File: src/rtl/timer_pkg.sv
// Purpose: Shared constants for the asynchronous timer compare-output block
// Assumes: 8-bit register port, one system clock, async clock pin sampled as data
// Notes: Offsets are word indices on the plain register port
//
// Functional notes
// RQ1 - Mode zero leaves compare output state unchanged on a match
// RQ2 - A new mode value acts from the first match after the write
// RQ3 - Force strobe applies the mode action at once in non-PWM modes
// RQ4 - Non-PWM: 00 off, 01 toggle, 10 clear, 11 set on match
// RQ5 - PWM mode 01 toggles channel A only with top mode bit; else off
// RQ6 - Fast PWM 10: clear on match, set at BOTTOM
// RQ7 - Fast PWM 11: set on match, clear at BOTTOM
// RQ8 - Fast PWM, compare equals TOP, upper bit set: ignore match, BOTTOM only
// RQ9 - Phase correct 10: clear on up match, set on down match
// RQ10 - Phase correct 11: set on up match, clear on down match
// RQ11 - Phase correct, compare equals TOP, upper bit set: act at TOP instead
// RQ12 - Software disables interrupts and reloads registers when switching clock source
// RQ13 - Async writes go via temporaries, landing after two async clock edges
// RQ14 - Software waits for busy flag before rewriting the same register
// RQ15 - Compare inhibited while count or compare write is pending
// RQ16 - Software waits for busy flag before sleeping when timer must wake
// RQ17 - Wake logic needs one full async cycle before another wake
// RQ18 - Wake starts on the timer clock following the interrupt condition
// RQ19 - Count reads come from a copy refreshed on each async edge
// RQ20 - Flags reach the processor after one timer cycle plus three cycles
// RQ21 - Compare pin changes on the timer step, not resynchronised
// RQ22 - Deep wake loses all timer register contents; code keeps the async select and the interrupt enables
// RQ23 - Async clock select switches the timer to the clock pin
// RQ24 - Busy flag set on async write, cleared when transfer completes
package timer_pkg;
	localparam int DATA_W = 8;
	localparam int ADDR_W = 3;
	localparam int SLOTS = 5;
	localparam logic [2:0] REG_COUNT = 3'h0;
	localparam logic [2:0] REG_CMP_A = 3'h1;
	localparam logic [2:0] REG_CMP_B = 3'h2;
	localparam logic [2:0] REG_CTRL_A = 3'h3;
	localparam logic [2:0] REG_CTRL_B = 3'h4;
	localparam logic [2:0] REG_STATUS = 3'h5;
	localparam logic [2:0] REG_FLAGS = 3'h6;
	localparam logic [2:0] REG_IRQ_EN = 3'h7;
	localparam int CA_COM_A = 6;
	localparam int CA_COM_B = 4;
	localparam int CB_FORCE_A = 7;
	localparam int CB_FORCE_B = 6;
	localparam int CB_WGM2 = 3;
	localparam int CB_RUN = 0;
	localparam int ST_ASYNC = 5;
	localparam int ST_BUSY_LO = 0;
	localparam int FL_OVF = 0;
	localparam int FL_CMP_A = 1;
	localparam int FL_CMP_B = 2;
	localparam logic [7:0] RST_BYTE = 8'h00;
	localparam logic [7:0] CTRL_B_MASK = 8'h3f;
	localparam logic [7:0] MAX_COUNT = 8'hff;
	localparam logic [7:0] BOTTOM = 8'h00;
	localparam int XFER_EDGES = 2;
	localparam int FLAG_SYNC_CYCLES = 3;
	localparam logic [2:0] WGM_CTC = 3'h2;
	localparam logic [1:0] COM_OFF = 2'h0;
	localparam logic [1:0] COM_TOGGLE = 2'h1;
	localparam logic [1:0] COM_CLEAR = 2'h2;
	localparam logic [1:0] COM_SET = 2'h3;
	typedef enum logic [2:0] {
		WAVE_NONPWM = 3'b001,
		WAVE_FAST = 3'b010,
		WAVE_PHASE = 3'b100
	} wave_e;
endpackage

File: src/rtl/compare_output_unit.sv
// Purpose: One compare output channel: waveform state and pin enable
// Assumes: Match already gated by inhibit and write blocking
// Notes: State changes only on a timer step, a force or a loss of contents
`timescale 1ns/1ns
module compare_output_unit
	import timer_pkg::*;
#(
	parameter bit IS_CHANNEL_A = 1'b1
) (
	input wire logic clock, // System clock
	input wire logic rstn, // Async reset, active low
	input wire logic lose, // Contents lost after deep wake
	input wire logic tick, // Timer step
	input wire logic match, // Count equals compare value
	input wire logic force_strobe, // force_compare_strobe
	input wire logic [1:0] mode, // compare_output_mode
	input wire wave_e wave, // Waveform family
	input wire logic wgm_top, // waveform_mode_top_bit
	input wire logic count_up, // Counting direction
	input wire logic wrap, // Fast PWM step back to BOTTOM
	input wire logic at_top, // Phase correct turn at TOP
	input wire logic cmp_at_top, // Compare value equals TOP
	output logic state_reg, // compare_output_state
	output logic drive_reg // Pin enable
);
	function automatic logic apply(input logic [1:0] m, input logic s);
		case (m)
			COM_TOGGLE: apply = ~s;
			COM_CLEAR: apply = 1'b0;
			COM_SET: apply = 1'b1;
			default: apply = s;
		endcase
	endfunction

	logic toggle_ok, suppress, connected, state_next;
	logic [1:0] match_mode, edge_mode;

	assign toggle_ok = (wave == WAVE_NONPWM) || (IS_CHANNEL_A && wgm_top); // see RQ5
	assign suppress = (wave != WAVE_NONPWM) && cmp_at_top && mode[1]; // see RQ8 see RQ11
	// Edge action is the opposite of the match action of the same mode
	assign edge_mode = {1'b1, ~mode[0]};
	assign match_mode = (mode == COM_TOGGLE && !toggle_ok) ? COM_OFF :
		(wave == WAVE_PHASE && !count_up && mode[1]) ? edge_mode : mode; // see RQ9 see RQ10
	assign connected = (mode != COM_OFF) && !(mode == COM_TOGGLE && !toggle_ok); // see RQ4

	always_comb begin
		state_next = state_reg;
		if (lose) begin
			state_next = 1'b0; // see RQ22
		end else if (force_strobe && wave == WAVE_NONPWM) begin
			state_next = apply(mode, state_reg); // see RQ3
		end else if (tick) begin
			if (wave == WAVE_FAST && wrap && mode[1]) begin
				state_next = apply(edge_mode, state_next); // see RQ6 see RQ7
			end
			if (wave == WAVE_PHASE && at_top && suppress) begin
				state_next = apply(edge_mode, state_next); // see RQ11
			end
			// Mode is sampled at the match itself, so a rewrite acts from the next one
			if (match && !suppress) begin
				state_next = apply(match_mode, state_next); // see RQ1 see RQ2 see RQ4
			end
		end
	end

	always_ff @(posedge clock or negedge rstn) begin
		if (!rstn) begin
			state_reg <= 1'b0;
			drive_reg <= 1'b0;
		end else begin
			state_reg <= state_next; // see RQ21
			drive_reg <= connected;
		end
	end
endmodule // compare_output_unit

File: src/rtl/async_timer_compare_output.sv
// Purpose: 8-bit timer with two compare outputs and asynchronous clock pin operation
// Assumes: Clock pin is far slower than clock; sampled through two flip-flops
// Notes: Plain register port, read data one cycle after the read strobe
`timescale 1ns/1ns
module async_timer_compare_output
	import timer_pkg::*;
#(
	parameter int XFER_EDGE_COUNT = XFER_EDGES
) (
	input wire logic clock, // System clock, 20 MHz
	input wire logic rstn, // Async reset, active low
	input wire logic [ADDR_W-1:0] addr, // Register index
	input wire logic [DATA_W-1:0] wdata, // Write data
	input wire logic wr_strobe, // Write strobe
	input wire logic rd_strobe, // Read strobe
	output logic [DATA_W-1:0] rdata, // Read data, cycle after strobe
	input wire logic async_clock_pin, // Low-frequency clock pin
	input wire logic deep_wake, // Woke from power-down or standby
	output logic compare_pin_a, // Channel A output level
	output logic compare_pin_a_en, // Channel A pin enable
	output logic compare_pin_b, // Channel B output level
	output logic compare_pin_b_en, // Channel B pin enable
	output logic wake_req // Wake pulse from async timer
);
	initial begin
		if (XFER_EDGE_COUNT < 1 || XFER_EDGE_COUNT > 3) begin
			$error("XFER_EDGE_COUNT must be 1 to 3");
		end
	end

	localparam logic [1:0] LAST_EDGE = 2'(XFER_EDGE_COUNT - 1);

	function automatic logic [2:0] slot_of(input logic [ADDR_W-1:0] a);
		case (a)
			REG_COUNT: slot_of = 3'h0;
			REG_CMP_A: slot_of = 3'h1;
			REG_CMP_B: slot_of = 3'h2;
			REG_CTRL_A: slot_of = 3'h3;
			REG_CTRL_B: slot_of = 3'h4;
			default: slot_of = 3'h7;
		endcase
	endfunction

	function automatic wave_e wave_of(input logic [2:0] w);
		case (w[1:0])
			2'h1: wave_of = WAVE_PHASE;
			2'h3: wave_of = WAVE_FAST;
			default: wave_of = WAVE_NONPWM;
		endcase
	endfunction

	// Pin sampling
	logic pin_meta_reg, pin_sync_reg, pin_prev_reg;
	// Registers and transfer slots
	logic [7:0] count_reg, view_reg, cmp_a_reg, cmp_b_reg, ctrl_a_reg, ctrl_b_reg;
	logic [7:0] tmp_reg [SLOTS];
	logic [1:0] edge_cnt_reg [SLOTS];
	logic [SLOTS-1:0] busy_reg;
	logic async_sel_reg, up_reg, block_reg;
	logic [2:0] irq_en_reg, flags_reg, hold_reg, sync1_reg, sync2_reg;
	logic wake_arm_reg, wake_block_reg, wake_req_reg;
	logic [7:0] rdata_reg;
	logic state_a, state_b, drive_a, drive_b;

	logic async_edge, tick, lose, wr_async, wr_direct, force_a, force_b;
	logic [2:0] wr_slot, wgm, ev_now, flags_next;
	logic [SLOTS-1:0] commit, load_en;
	logic [7:0] load_val [SLOTS];
	logic [7:0] top_val, count_next, status_val, read_mux;
	wave_e wave;
	logic match_a, match_b, inhibit_a, inhibit_b, ovf, wrap, at_top, wake_fire;

	assign async_edge = pin_sync_reg & ~pin_prev_reg;
	assign lose = deep_wake;
	// Timer steps on every clock while the CB_RUN bit is set, or on each rising edge of the pin when async
	assign tick = ctrl_b_reg[CB_RUN] & (async_sel_reg ? async_edge : 1'b1); // see RQ23
	assign wr_slot = slot_of(addr);
	assign wr_async = wr_strobe & async_sel_reg;
	assign wr_direct = wr_strobe & ~async_sel_reg;

	genvar gi;
	generate
		for (gi = 0; gi < SLOTS; gi++) begin : g_slot
			assign commit[gi] = busy_reg[gi] & async_edge & (edge_cnt_reg[gi] == LAST_EDGE);
			assign load_en[gi] = commit[gi] | (wr_direct & (wr_slot == 3'(gi))); // see RQ13
			assign load_val[gi] = commit[gi] ? tmp_reg[gi] : wdata;
		end
	endgenerate

	assign force_a = load_en[4] & load_val[4][CB_FORCE_A]; // see RQ3
	assign force_b = load_en[4] & load_val[4][CB_FORCE_B];

	assign wgm = {ctrl_b_reg[CB_WGM2], ctrl_a_reg[1:0]};
	assign wave = wave_of(wgm);
	assign top_val = (wgm == WGM_CTC || wgm[2]) ? cmp_a_reg : MAX_COUNT;
	assign wrap = (wave != WAVE_PHASE) && (count_reg == top_val);
	assign at_top = (wave == WAVE_PHASE) && up_reg && (count_reg == top_val);
	assign ovf = (wave == WAVE_PHASE) ? (count_reg == BOTTOM && !up_reg) : (count_reg == MAX_COUNT);
	// Pending writes of count or compare value hold the comparator off
	assign inhibit_a = busy_reg[0] | busy_reg[1] | block_reg; // see RQ15
	assign inhibit_b = busy_reg[0] | busy_reg[2] | block_reg; // see RQ15
	assign match_a = (count_reg == cmp_a_reg) & ~inhibit_a;
	assign match_b = (count_reg == cmp_b_reg) & ~inhibit_b;
	assign ev_now = tick ? {match_b, match_a, ovf} : 3'h0;

	always_comb begin
		count_next = count_reg + 8'h01;
		if (wave == WAVE_PHASE) begin
			if (up_reg ? (count_reg == top_val) : (count_reg != BOTTOM)) begin
				count_next = count_reg - 8'h01;
			end
		end else if (wrap) begin
			count_next = BOTTOM;
		end
	end

	assign status_val = {2'h0, async_sel_reg, busy_reg};
	assign read_mux = (addr == REG_COUNT) ? view_reg :
		(addr == REG_CMP_A) ? cmp_a_reg :
		(addr == REG_CMP_B) ? cmp_b_reg :
		(addr == REG_CTRL_A) ? ctrl_a_reg :
		(addr == REG_CTRL_B) ? ctrl_b_reg :
		(addr == REG_STATUS) ? status_val :
		(addr == REG_FLAGS) ? {5'h00, flags_reg} : {5'h00, irq_en_reg};

	// Set wins over a write-one clear
	assign flags_next = lose ? 3'h0 :
		(flags_reg & ~((wr_strobe && addr == REG_FLAGS) ? wdata[2:0] : 3'h0)) | sync2_reg;
	assign wake_fire = tick & wake_arm_reg & ~wake_block_reg; // see RQ18

	always_ff @(posedge clock or negedge rstn) begin
		if (!rstn) begin
			pin_meta_reg <= 1'b0;
			pin_sync_reg <= 1'b0;
			pin_prev_reg <= 1'b0;
		end else begin
			pin_meta_reg <= async_clock_pin;
			pin_sync_reg <= pin_meta_reg;
			pin_prev_reg <= pin_sync_reg;
		end
	end

	always_ff @(posedge clock or negedge rstn) begin
		if (!rstn) begin
			busy_reg <= '0;
			for (int i = 0; i < SLOTS; i++) begin
				tmp_reg[i] <= RST_BYTE;
				edge_cnt_reg[i] <= 2'h0;
			end
		end else begin
			for (int i = 0; i < SLOTS; i++) begin
				if (lose) begin
					busy_reg[i] <= 1'b0;
					edge_cnt_reg[i] <= 2'h0;
				end else if (wr_async && wr_slot == 3'(i)) begin
					tmp_reg[i] <= wdata; // see RQ13
					busy_reg[i] <= 1'b1; // see RQ24
					edge_cnt_reg[i] <= 2'h0;
				end else if (commit[i]) begin
					busy_reg[i] <= 1'b0; // see RQ24
				end else if (busy_reg[i] && async_edge) begin
					edge_cnt_reg[i] <= edge_cnt_reg[i] + 2'h1;
				end
			end
		end
	end

	always_ff @(posedge clock or negedge rstn) begin
		if (!rstn) begin
			count_reg <= RST_BYTE;
			up_reg <= 1'b1;
			block_reg <= 1'b0;
		end else if (lose) begin
			count_reg <= RST_BYTE; // see RQ22
			up_reg <= 1'b1;
			block_reg <= 1'b0;
		end else begin
			if (load_en[0]) begin
				count_reg <= load_val[0];
			end else if (tick) begin
				count_reg <= count_next;
			end
			if (tick) begin
				up_reg <= (wave != WAVE_PHASE) | (up_reg ? (count_reg != top_val) : (count_reg == BOTTOM));
			end
			// A count load masks the match of the following timer step
			if (load_en[0]) begin
				block_reg <= 1'b1;
			end else if (tick) begin
				block_reg <= 1'b0;
			end
		end
	end

	always_ff @(posedge clock or negedge rstn) begin
		if (!rstn) begin
			cmp_a_reg <= RST_BYTE;
			cmp_b_reg <= RST_BYTE;
			ctrl_a_reg <= RST_BYTE;
			ctrl_b_reg <= RST_BYTE;
		end else if (lose) begin
			cmp_a_reg <= RST_BYTE;
			cmp_b_reg <= RST_BYTE;
			ctrl_a_reg <= RST_BYTE;
			ctrl_b_reg <= RST_BYTE;
		end else begin
			if (load_en[1]) cmp_a_reg <= load_val[1];
			if (load_en[2]) cmp_b_reg <= load_val[2];
			if (load_en[3]) ctrl_a_reg <= load_val[3];
			if (load_en[4]) ctrl_b_reg <= load_val[4] & CTRL_B_MASK;
		end
	end

	always_ff @(posedge clock or negedge rstn) begin
		if (!rstn) begin
			async_sel_reg <= 1'b0;
			irq_en_reg <= 3'h0;
			view_reg <= RST_BYTE;
			rdata_reg <= RST_BYTE;
		end else begin
			if (wr_strobe && addr == REG_STATUS) async_sel_reg <= wdata[ST_ASYNC]; // see RQ23
			if (wr_strobe && addr == REG_IRQ_EN) irq_en_reg <= wdata[2:0];
			// Read copy moves only on a pin edge when async, and a deep wake clears it to zero
			if (lose) begin
				view_reg <= RST_BYTE;
			end else if (async_sel_reg ? async_edge : 1'b1) begin
				view_reg <= count_reg; // see RQ19
			end
			rdata_reg <= rd_strobe ? read_mux : RST_BYTE;
		end
	end

	// Event waits one timer step in hold, then crosses three system cycles
	always_ff @(posedge clock or negedge rstn) begin
		if (!rstn) begin
			hold_reg <= 3'h0;
			sync1_reg <= 3'h0;
			sync2_reg <= 3'h0;
			flags_reg <= 3'h0;
		end else begin
			if (tick) hold_reg <= ev_now;
			sync1_reg <= tick ? hold_reg : 3'h0; // see RQ20
			sync2_reg <= sync1_reg;
			flags_reg <= flags_next;
		end
	end

	always_ff @(posedge clock or negedge rstn) begin
		if (!rstn) begin
			wake_arm_reg <= 1'b0;
			wake_block_reg <= 1'b0;
			wake_req_reg <= 1'b0;
		end else begin
			if (|(ev_now & irq_en_reg) && async_sel_reg) begin
				wake_arm_reg <= 1'b1;
			end else if (wake_fire) begin
				wake_arm_reg <= 1'b0;
			end
			// One full pin cycle must pass before the next wake
			if (wake_fire) begin
				wake_block_reg <= 1'b1; // see RQ17
			end else if (tick) begin
				wake_block_reg <= 1'b0;
			end
			wake_req_reg <= wake_fire;
		end
	end

	compare_output_unit #(
		.IS_CHANNEL_A(1'b1)
	) u_chan_a (
		.clock(clock),
		.rstn(rstn),
		.lose(lose),
		.tick(tick),
		.match(match_a),
		.force_strobe(force_a),
		.mode(ctrl_a_reg[CA_COM_A+1:CA_COM_A]),
		.wave(wave),
		.wgm_top(ctrl_b_reg[CB_WGM2]),
		.count_up(up_reg),
		.wrap(wrap),
		.at_top(at_top),
		.cmp_at_top(cmp_a_reg == top_val),
		.state_reg(state_a),
		.drive_reg(drive_a)
	);

	compare_output_unit #(
		.IS_CHANNEL_A(1'b0)
	) u_chan_b (
		.clock(clock),
		.rstn(rstn),
		.lose(lose),
		.tick(tick),
		.match(match_b),
		.force_strobe(force_b),
		.mode(ctrl_a_reg[CA_COM_B+1:CA_COM_B]),
		.wave(wave),
		.wgm_top(ctrl_b_reg[CB_WGM2]),
		.count_up(up_reg),
		.wrap(wrap),
		.at_top(at_top),
		.cmp_at_top(cmp_b_reg == top_val),
		.state_reg(state_b),
		.drive_reg(drive_b)
	);

	// Pin follows the channel flop directly, on the timer step
	assign compare_pin_a = state_a; // see RQ21
	assign compare_pin_a_en = drive_a;
	assign compare_pin_b = state_b;
	assign compare_pin_b_en = drive_b;
	assign rdata = rdata_reg;
	assign wake_req = wake_req_reg;
endmodule // async_timer_compare_output

File: config.mk
export PLATFORM = sky130hd
export DESIGN_NAME = async_timer_compare_output
export DESIGN_NICKNAME = d
export VERILOG_FILES = /design/src/rtl/timer_pkg.sv /design/src/rtl/compare_output_unit.sv /design/src/rtl/async_timer_compare_output.sv
export SDC_FILE = /design/constraint.sdc
export NUM_CORES = 1
export LEC_CHECK = 0
export BUFFER_PORTS_ARGS = -buffer_cell sky130_fd_sc_hd__buf_2
export CAP_MARGIN = 20
export CORE_MARGIN = 5
export CORE_UTILIZATION = 50
export DETAILED_ROUTE_END_ITERATION = 7
export PLACE_DENSITY = 0.63
export SLEW_MARGIN = 20
export SYNTH_ARGS = -nofsm -noshare
export SYNTH_HDL_FRONTEND = slang
export SYNTH_HIERARCHICAL = 1
export SYNTH_SLANG_ARGS = --single-unit
export TNS_END_PERCENT = 100
File: constraint.sdc
create_clock -name clock -period 4.25 [get_ports clock]
set_input_delay 0.6375 -clock clock [delete_from_list [all_inputs] [get_ports clock]]
set_output_delay 0.6375 -clock clock [all_outputs]
set_load 0.02 [all_outputs]
==> results by stage, run 1 <==
Run status:
- The flow ran to the end, and the final reports show no timing, DRC or antenna violations.

Clocking:
- Clock-pin slew was measured on the worst setup and hold paths at 0.06 ns.
- The CTS H-tree depth is 4.
- The number of buffers added to fix hold violations after cts is 0.
- The TritonCTS clock tree is done.
- The library cell used as clock root buffer is clkbuf_16.
- The number of buffers created by CTS is 17.
- The number of buffers on the longest clock path is 2.
- In this run the post-CTS setup repair buffer count came out at 0.
- The clock reaches the later pin of the worst-skew pair after 0.43 ns.
- The count of cells resized by post-cts repair is 0.
- The number of clock sinks seen by CTS is 137.

Timing:
- At the pin with the least slew margin, the transition time is approximately 1.1 ns.
- The worst slew margin relative to its limit is 29.12%.
- For the final routed database, the setup TNS stands at 0 ns.
- The smallest hold slack is 0.3114 ns.
- The number of setup violations in the final report is 0.
- The final count of hold timing violations came to 0.
- The final count of pins violating max slew came to 0.
- Setup slack on the critical path of the routed design comes to between 0.8 and 0.9 ns.
- Based on the critical path, the design can be clocked at up to 0.2942 GHz.
- The part of the cycle the worst path needs is 79.98%.
- The time the final worst path needs with I/O delays and setup is 3.399 ns.
- Setup repair after global routing left no endpoint under its margin.
- The final worst clock skew is 0.009327 ns.

Placement:
- The pre-CTS worst setup slack is 0.9455 ns.
- Buffers placed on the I/O ports in this run total 29.
- After legalization and detailed placement, the total HPWL measured 15.11 mm.
- The cell area after placement is ~8000 um2.
- The congestion estimate from routability-driven global placement came to 0.9223.

Logic synthesis:
- In this run the cell area of the synthesized design comes to 7800 um2.
- The total nets after synthesis is 802.
- The portion of the post-synthesis area used by sequential elements is 43.97%.
- The flop and latch count out of synthesis is 137.
- The share of flip-flops with an asynchronous set or reset is 100.0%.
- Synthesis handed over a netlist of 777 instances.
- The average instance area after synthesis is approximately 10 um2.
- The number of enable-type register cells in the synthesized netlist is 0.
- For this run, the leading register cell type out of synthesis is dfrtp_1.
- The count of cell types in the netlist is 74.
- The Yosys warning count is 6.

Min path:
- In this run the worst hold path is classified as in2async.

Finish:
- Registers take 3430 um2.
- Counting the fill cells in the layout gives 1321.
- The multi-input logic area is around 4000 um2.
- The final antenna diode count is 0.
- With fillers left out, the area of the finished cells amounts to 8531 um2.
- The area growth from synthesis to layout is 9.368%.
- The fraction of final layout cells with drive strength greater than 1 is 18.28%.
- The net count reported at finish is 805.
- The flip-flop count of the largest register, all copies and words added is 40.

Floorplanning:
- The floorplan die area is roughly 18000 um2.
- Pin placement for this block handled 30 I/O pins.
- The count of standard-cell rows is 45.
- Measured along the x axis, the die boundary spans 134.9 um.
- The total core area is 15260 um2.
- The initial cell density of the core is between 50 and 60%.
- The floorplan step set the die height to 134.9 um.

Power and ir drop:
- The internal power summed over all cells is 2468 uW.
- The switching power total is 976.3 uW.
- Across the VDD grid, the largest voltage drop is 0.3049 mV.
- Combinational logic is responsible for 13.6% of the overall power.
- The leakage power total is 0.003898 uW.
- The share of total power dissipated in sequential elements is 45.5%.
- The clock network is responsible for 40.9% of the overall power.
- The power per standard cell area is 403.7 nW/um2.
- The switching share of total power is 28.34%.

Global routing:
- The number of global-route vias before repair is around 6000.
- The largest net degree at the start of global routing is 101.
- The total overflow left after global routing is 0.
- Global routing used 24.35% of the available tracks.
- The initial antenna violation count is 0.
- The first global-routing pass estimated 34.00 mm of wire.

Critical path:
- The arrival time reported for the critical path endpoint is 3.76 ns.
- The required time of the worst setup path is 4.61 ns.
- The kind of end point of the critical path is a register.
- Walking the worst path, the cells encountered are nor2b_2 -> nor2_1 -> a22o_1 -> a21oi_1 -> a211o_1 -> nor3_1 -> nand4b_1 -> a21oi_1 -> mux2_4 -> a211o_1 -> nand3_1.
- The biggest fanout along the worst timing path is 12.
- The slowest stage of the critical path belongs to the cell nor2_1.
- STA classifies the critical path startpoint as a register.
- The path type of the worst setup path is reg2reg.
- For this run, the slowest stage of the critical path takes 0.56 ns.

Detailed routing:
- Dividing the detail-routed wire length by the instance count gives 21.22 um.
- The routed wire length is 21.31 mm.
- The detailed-router iteration count before antenna repair is 7.
- For this run, design rule violations remaining after detail routing come to 0.
- The number of DRC markers in iteration 0 is 622.
- In the routed layout, each cell is associated on average with a via count of 6.169.
- The detail route stage leaves a number of antenna-violating nets equal to 0.
- The total via count after detailed routing is slightly above 6000.

Flow run:
- The max-cap violation count is 0.
through the flow:
stage                     util, %  std cells  power, uW
after floorplan                 -        777       1897
after global placement      52.22        972       2035
after detailed placement    52.22        972       2053
after CTS                   55.91       1004       3463
after global routing        55.91       1004       3597
final                       55.91       1004       3444
per-layer routing:
layer | share of wire [%] | global-route usage (%) | vias to the layer above
met3 | 7.0 | 4.173 | 57
met4 | 3.8 | 11.65 | 0
li1 | - | - | 2843
met2 | 45 | 37.05 | 255
met1 | 44 | 33.87 | 3039
met5 | 0 | 0 | -
synthesized netlist by cell type (10+ instances only):
| master | instances | area share, % |
|---|---|---|
| a211oi_1 | 15 | 1.4 |
| a21oi_1 | 24 | 1.5 |
| and3_1 | 10 | 0.80 |
| clkbuf_1 | 34 | 1.6 |
| dfrtp_1 | 136 | 44 |
| inv_1 | 18 | 0.87 |
| mux2_2 | 45 | 6.5 |
| mux2i_1 | 47 | 6.0 |
| nand2_1 | 94 | 4.5 |
| nand3_1 | 27 | 1.7 |
| nor2_1 | 55 | 2.6 |
| nor3_1 | 11 | 0.71 |
| o21ai_0 | 20 | 1.3 |
| o31ai_1 | 28 | 2.7 |
| xnor2_1 | 10 | 1.1 |
| xor2_1 | 17 | 1.9 |
kinds of logic (layout without fill, tap and decap cells):
| kind of cell | Yosys count | in the layout | synth area share [%] |
|---|---|---|---|
| flops | 137 | 137 | 43.97 |
| compound gates | 161 | 161 | 15.13 |
| simple gates | 272 | 272 | 17.74 |
| xor+xnor | 27 | 27 | 3.032 |
| buf+inv | 76 | 92 | 5.261 |
| fa+ha+maj | 8 | 8 | 1.283 |
| mux | 96 | 96 | 13.59 |
power groups by stage:
stage               sequential [uW]  clock [uW]  combinational (uW)
floorplan                      1530           0                 364
global placement               1580           0                 456
detailed placement             1590           0                 466
CTS                            1560        1430                 468
global route                   1580        1500                 516
finish                         1570        1410                 468
path summary, 6_finish.rpt:
path	from	end	slack [ns]	cells after the start
min in group clock	async_clock_pin	pin_meta_reg$_DFF_PN0_	0.32	1
min reg2reg	sync1_reg[1]$_DFF_PN0_	sync2_reg[1]$_DFF_PN0_	0.34	0
max	ctrl_a_reg[1]$_DFFE_PN0P_	u_chan_b/state_reg$_DFFE_PN0P_	0.85	11
max in group asynchronous	rstn	cmp_b_reg[4]$_DFFE_PN0P_	3.06	2
max reg2reg	ctrl_a_reg[1]$_DFFE_PN0P_	u_chan_b/state_reg$_DFFE_PN0P_	0.85	11
min	rstn	count_reg[6]$_DFFE_PN0P_	0.31	1
worst max-delay path: cells and delay by family, from the launching register on:
kind               cells  cell delay, ns
AOI/OAI and AO/OA      5            1.07
DFF                    1            0.42
muxes                  1            0.34
and+or+nand+nor        5            1.52
cell usage in the layout, fill, tap and decap left out, types with 9 or more instances in the layout:
cell       instances
o31ai_1           28
dfrtp_1          136
xor2_1            17
a211oi_1          14
nor4_1             9
nand3_1           27
xnor2_1           10
nand2b_1           9
nor2_1            55
o21ai_0           20
nand2_1           94
clkbuf_16         17
o22ai_1            9
inv_1             18
buf_2             28
buf_4             11
mux2i_1           47
mux2_2            45
and3_1            10
nor3_1            11
a21o_1             9
a21oi_1           24
cell type report:
class,instances,area share (%)
Clock buffer,18,5.148
Inverter,20,0.8800
Timing Repair Buffer,40,2.743
Clock inverter,14,1.452
Sequential cell,137,40.20
Multi-Input combinational cell,564,46.48
Tap cell,211,3.095
(Power assumes the default switching activity.)
==> run 2: changes to the inputs <==
- clock period: 4.25 -> 3.3 ns (I/O delays scaled with it)
==> results by stage, run 2 (synthesized netlist as in run 1, its figures left out) <==
Global routing:
- The number of global-route vias before repair is 6210 (was 6070).
- The met2 routing resource usage after global routing is 38.83% (was 37.05%).
- The met1 usage in global routing is 35.96% (was 33.87%).
- The largest net degree at the start of global routing is 70 (was 101).
- The initial antenna violation count was 0 (unchanged).
- The global routing's busiest layer is met2 (unchanged).
- The global router's overall resource usage is 25.58% (was 24.35%).
- The met3 demand-to-capacity share in global routing is 5.849% (was 4.173%).
- The final global-route overflow total is 0 (unchanged).
- The first-pass GRT wire length is 35.49 mm (was 34.00 mm).

Floorplanning:
- The vertical extent of the die is 134.9 um (unchanged).
- The floorplan die area is 18200 um2 (unchanged).
- The die width was 134.9 um (unchanged).
- The number of placed I/O pins came to 30 (unchanged).
- The count of standard-cell rows came to 45 (unchanged).
- The total core area came to 15260 um2 (unchanged).
- The initial cell density of the core is 51.12% (unchanged).

Flow run:
- The max-cap violation count is 0 (unchanged).

Finish:
- The fraction of final layout cells with drive strength greater than 1 is 20.71% (was 18.28%).
- The final core utilization is 57.23% (was 55.91%).
- The final antenna diode count is 0 (unchanged).
- The net count reported at finish is 828 (was 805).
- Most frequent cells in the layout: dfrtp_1 (136), nand2_1 (94), nor2_1 (54) (was dfrtp_1 (136), nand2_1 (94), nor2_1 (55)).
- The most frequent standard cell in the layout excluding fill and tap cells is dfrtp_1 (unchanged).
- The flip-flop count of the largest register, all copies and words added is 40 (unchanged).
- The area overhead of the layout relative to synthesis was 11.95% (was 9.368%).

Detailed routing:
- The via density per instance is 6.183 (was 6.169).
- The total via count after detailed routing is 6350 (was 6194).
- The count of unresolved DRC violations after routing came to 0 (unchanged).
- The number of DRC markers in iteration 0 came to 554 (was 622).
- The number of routed nets with antenna violations came to 0 (unchanged).
- The routed wire length is 22.59 mm (was 21.31 mm).
- The detailed-router iteration count before antenna repair came to 6 (was 7).
- The average routed wire per standard cell is 22.00 um (was 21.22 um).

Critical path:
- The cell with the largest stage delay on the worst path is dfrtp_1 (was nor2_1).
- The beginning of the worst register-to-register path is ctrl_a_reg[0]$_DFFE_PN0P_ (was ctrl_a_reg[1]$_DFFE_PN0P_).
- The number of buffers and inverters on the critical path is 1 (was 0).
- The kind of end point of the critical path is a register (unchanged).
- Cells traversed along the worst timing path: nor2b_2 -> nor2_2 -> a2111oi_0 -> a21oi_1 -> a211o_1 -> nor3_1 -> buf_4 -> nand4b_1 -> a21oi_1 -> mux2_4 -> a211o_1 -> nand3_1 (was nor2b_2 -> nor2_1 -> a22o_1 -> a21oi_1 -> a211o_1 -> nor3_1 -> nand4b_1 -> a21oi_1 -> mux2_4 -> a211o_1 -> nand3_1).
- The startpoint class of the critical path is a register (unchanged).
- The top cell family by delay on the critical path is compound AO/OA/AOI/OAI gates (was simple AND/OR/NAND/NOR gates).
- The biggest fanout along the worst timing path is 12 (unchanged).
- The required time of the worst setup path is 3.66 ns (was 4.61 ns).
- The path type of the worst setup path is reg2reg (unchanged).
- The arrival time reported for the critical path endpoint is 3.46 ns (was 3.76 ns).
- The launch point of the worst path is ctrl_a_reg[0]$_DFFE_PN0P_ (was ctrl_a_reg[1]$_DFFE_PN0P_).
- The worst stage delay on the critical path is 0.44 ns (was 0.56 ns).

Placement:
- The number of buffer cells added on primary ports is 29 (unchanged).
- The routability congestion estimate is 0.9167 (was 0.9223).
- The estimated wirelength of the detail-placed design is 16.16 mm (was 15.11 mm).

Power and ir drop:
- The power per standard cell area is 513.9 nW/um2 (was 403.7 nW/um2).
- The leakage power total is 0.004020 uW (was 0.003898 uW).
- The clock group share of total power is 40.8% (was 40.9%).
- The switching share of total power is 28.70% (was 28.34%).
- The switching power total is 1288 uW (was 976.3 uW).
- The worst voltage drop across the vdd grid came to 0.3993 mV (was 0.3049 mV).
- The internal power summed over all cells came to 3199 uW (was 2468 uW).
- The sequential cell fraction of total power is 44.8% (was 45.5%).
- The portion of total power attributed to combinational logic was 14.4% (was 13.6%).

Clocking:
- The count of cells resized by post-cts repair was 0 (unchanged).
- The clock-pin slew on the worst setup and hold paths is 0.06 ns (about the same).
- The number of buffers created by CTS is 17 (unchanged).
- The library cell used as clock root buffer was clkbuf_16 (unchanged).
- The insertion delay to the later sink of the worst-skew pair is 0.44 ns (was 0.43 ns).
- The CTS H-tree depth is 4 (unchanged).
- The TritonCTS clock tree is done (unchanged).
- The number of clock sinks seen by CTS was 137 (unchanged).
- The post-CTS setup-driven buffer insertion count came to 0 (unchanged).
- The number of buffers added to fix hold violations after cts is 0 (unchanged).
- The number of buffers on the longest clock path was 2 (unchanged).

Run status:
- Outcome: finished clean (unchanged).

Timing:
- The number of setup violations in the final report is 0 (unchanged).
- The maximum operating frequency was 0.3224 GHz (was 0.2942 GHz).
- The total negative slack for setup checks came to 0 ns (unchanged).
- Unrepaired setup endpoints after global routing: false (unchanged).
- The slew at the pin with the worst max-slew slack is 0.7851 ns (was 1.053 ns).
- The part of the cycle the worst path needs is 94.01% (was 79.98%).
- The final count of pins violating max slew is 0 (unchanged).
- The worst slew margin relative to its limit is 47.37% (was 29.12%).
- The time the final worst path needs with I/O delays and setup came to 3.102 ns (was 3.399 ns).
- The final worst clock skew is 0.01182 ns (was 0.009327 ns).
- The final count of hold timing violations came to 0 (unchanged).

Min path:
- The path class of the lowest-slack min-delay path is in2async (unchanged).
run 2: path summary, 6_finish.rpt:
check | endpoint | slack, ns | cells past startpoint
max reg2reg | u_chan_b/state_reg$_DFFE_PN0P_ | 0.20 | 12
min | view_reg[5]$_DFFE_PN0P_ | 0.06 | 1
min reg2reg | sync2_reg[0]$_DFF_PN0_ | 0.34 | 0
max in group asynchronous | tmp_reg[17]$_DFFE_PN0P_ | 2.45 | 2
max | u_chan_b/state_reg$_DFFE_PN0P_ | 0.20 | 12
min in group clock | pin_meta_reg$_DFF_PN0_ | 0.17 | 1
run 2: layout make-up:
type | count | area, um2
Multi-Input combinational cell | 564 | 3979
Sequential cell | 137 | 3430
Fill cell | 1312 | 6526
Inverter | 20 | 75.07
Clock buffer | 19 | 442.9
Clock inverter | 13 | 122.6
Timing Repair Buffer | 63 | 419.2
Tap cell | 211 | 264.0
run 2: through the flow:
| step | hold slack (ns) | total power, uW | cells | cell area (um2) | worst slack, ns |
|---|---|---|---|---|---|
| floorplan | 0.1994 | 2443 | 777 | 7800 | 0.5625 |
| global placement | 0.3334 | 2654 | 995 | 8153 | 0.2698 |
| detailed placement | 0.3355 | 2674 | 995 | 8157 | 0.09337 |
| CTS | 0.09267 | 4500 | 1027 | 8722 | 0.07749 |
| global route | 0.1355 | 4660 | 1027 | 8732 | 0.06261 |
| finish | 0.06027 | 4487 | 1027 | 8732 | 0.1978 |
run 2: power groups by stage:
stage	clock (uW)	combinational, uW	sequential, uW
floorplan	0	468	1970
CTS	1850	642	2010
global route	1920	705	2030
global placement	0	629	2020
finish	1830	646	2010
detailed placement	0	639	2040
run 2: layer usage:
layer  up-vias  part of all wire, %
met3        48                  7.3
met2       267                   45
met1      3156                   45
met5         -                    0
met4         0                  2.7
li1       2879                    -
==> run 3: changes to the inputs <==
- SETUP_SLACK_MARGIN: unset -> 0.5
==> results by stage, run 3 (synthesized netlist as in run 1, its figures left out) <==
Run status:
- Outcome: finished clean (unchanged).

Detailed routing:
- The detailed-router iteration count before antenna repair is 7 (was 6).
- The number of routed nets with antenna violations was 0 (unchanged).
- The total via count after detailed routing is 6414 (was 6350).
- The via density per instance is 6.197 (was 6.183).
- The average routed wire per standard cell came to 21.91 um (was 22.00 um).
- The count of unresolved DRC violations after routing is 0 (unchanged).
- The number of DRC markers in iteration 0 is 500 (was 554).
- The routed wire length is 22.68 mm (was 22.59 mm).

Floorplanning:
- The count of standard-cell rows was 45 (unchanged).
- The total core area is 15260 um2 (unchanged).
- The number of placed I/O pins is 30 (unchanged).
- The die width is 134.9 um (unchanged).
- The vertical extent of the die came to 134.9 um (unchanged).
- The floorplan die area came to 18200 um2 (unchanged).
- The initial cell density of the core is 51.12% (unchanged).

Clocking:
- The clock-pin slew on the worst setup and hold paths is 0.06 ns (about the same).
- The CTS H-tree depth is 4 (unchanged).
- The library cell used as clock root buffer was clkbuf_16 (unchanged).
- The TritonCTS clock tree is done (unchanged).
- The number of buffers on the longest clock path is 2 (unchanged).
- The number of buffers created by CTS is 17 (unchanged).
- The number of clock sinks seen by CTS is 137 (unchanged).
- The number of buffers added to fix hold violations after cts is 0 (unchanged).
- The insertion delay to the later sink of the worst-skew pair is 0.43 ns (was 0.44 ns).

Finish:
- The most frequent standard cell in the layout excluding fill and tap cells is dfrtp_1 (unchanged).
- The fraction of final layout cells with drive strength greater than 1 is 23.30% (was 20.71%).
- Most frequent cells in the layout: dfrtp_1 (126), nand2_1 (94), nor2_1 (54) (was dfrtp_1 (136), nand2_1 (94), nor2_1 (54)).
- The final antenna diode count is 0 (unchanged).
- The area overhead of the layout relative to synthesis is 13.49% (was 11.95%).
- The net count reported at finish is 836 (was 828).
- The flip-flop count of the largest register, all copies and words added is 40 (unchanged).

Timing:
- The worst slew margin relative to its limit was 47.56% (was 47.37%).
- The total negative slack for setup checks is 0 ns (unchanged).
- The slew at the pin with the worst max-slew slack is 0.7837 ns (was 0.7851 ns).
- The maximum operating frequency is 0.3555 GHz (was 0.3224 GHz).
- The number of setup violations in the final report is 0 (unchanged).
- The final worst clock skew is 0.01147 ns (was 0.01182 ns).
- The part of the cycle the worst path needs came to 85.24% (was 94.01%).
- The final count of hold timing violations was 0 (unchanged).
- The final count of pins violating max slew is 0 (unchanged).
- Unrepaired setup endpoints after global routing: true (was false).
- The time the final worst path needs with I/O delays and setup is 2.813 ns (was 3.102 ns).

Flow run:
- The max-cap violation count is 0 (unchanged).

Critical path:
- The biggest fanout along the worst timing path came to 4 (was 12).
- The startpoint class of the critical path was a register (unchanged).
- The path type of the worst setup path is reg2reg (unchanged).
- The kind of end point of the critical path is a register (unchanged).
- The required time of the worst setup path was 3.62 ns (was 3.66 ns).
- The arrival time reported for the critical path endpoint came to 3.13 ns (was 3.46 ns).

Global routing:
- The initial antenna violation count was 0 (unchanged).
- The first-pass GRT wire length came to 35.68 mm (was 35.49 mm).
- The number of global-route vias before repair was 6246 (was 6210).
- The largest net degree at the start of global routing is 70 (unchanged).
- The global router's overall resource usage was 25.68% (was 25.58%).
- The final global-route overflow total came to 0 (unchanged).

Power and ir drop:
- The leakage power total is 0.004057 uW (was 0.004020 uW).
- The power per standard cell area is 509.6 nW/um2 (was 513.9 nW/um2).
- The worst voltage drop across the vdd grid is 0.4050 mV (was 0.3993 mV).
- The total power is 4511 uW (was 4487 uW).

Placement:
- The estimated wirelength of the detail-placed design came to 16.16 mm (unchanged).
- The number of buffer cells added on primary ports is 29 (unchanged).
- The routability congestion estimate is 0.9167 (unchanged).

Min path:
- The path class of the lowest-slack min-delay path is in2async (unchanged).
==> run 3: final timing paths <==
check                                              start                        endpoint  slack, ns  depth (start not counted)
worst max register to register  count_reg[7]$_DFFE_PN0P_  u_chan_a/state_reg$_DFFE_PN0P_       0.49                         10
min in group clock                       async_clock_pin          pin_meta_reg$_DFF_PN0_       0.17                          1
max in group asynchronous                           rstn        cmp_b_reg[7]$_DFFE_PN0P_       2.42                          2
worst min-delay path                                rstn         view_reg[5]$_DFFE_PN0P_       0.06                          1
worst max-delay path            count_reg[7]$_DFFE_PN0P_  u_chan_a/state_reg$_DFFE_PN0P_       0.49                         10
worst min register to register    sync1_reg[0]$_DFF_PN0_          sync2_reg[0]$_DFF_PN0_       0.35                          0
==> run 3: cell type report <==
type	count	area, um2
well taps	211	264.0
multi-input cells	564	4026
repair buffers	71	479.2
clock inverters	13	122.6
inverters	20	75.07
flip-flops and latches	137	3442
fillers	1314	6406
clock buffers	19	442.9
==> run 3: timing repair <==
item / 4_1_cts / 5_1_grt
resized for setup: 12 / 9
pin swaps: 2 / 2
cloned: 0 / 0
buffers inserted: 2 / 6
endpoints found under the setup margin: 2 / 2
==> run 3: report_power, final <==
part / switching (uW) / internal, uW / leakage [uW]
Sequential: 154 / 1860 / 0.00181
Combinational: 373 / 294 / 0.00197
Clock: 771 / 1060 / 0.000271
Total: 1300 / 3210 / 0.00406
==> run 3: per-stage QoR <==
step	cell area, um2	hold slack [ns]	worst slack (ns)	util (%)	cells
3_5_place_dp	8157	0.3355	0.09337	53.46	995
3_3_place_gp	8153	0.3334	0.2698	53.43	995
2_1_floorplan	7800	0.1994	0.5625	-	777
5_1_grt	8852	0.1355	0.4050	58.02	1035
6_report	8852	0.05972	0.4871	58.02	1035
4_1_cts	8775	0.09265	0.4889	57.51	1029
==> run 3: worst max-delay path, stage by stage (launching register included) <==
cell and delay, ns:
dfrtp_2 0.45, xor2_1 0.20, o31ai_2 0.25, a32o_2 0.19
nand4_1 0.14, nor3_2 0.19, nand4b_1 0.12, a21o_1 0.22
or4bb_1 0.50, a31o_1 0.24, a31o_1 0.20
==> run 3: metal layers <==
metal / track usage (%) / routed length [um] / vias to the layer above
li1: - / - / 2895
met1: 35.99 / 10160 / 3200
met2: 39.05 / 10390 / 269
met3: 5.999 / 1522 / 50
met4: 9.276 / 616 / 0
met5: 0 / 0 / -
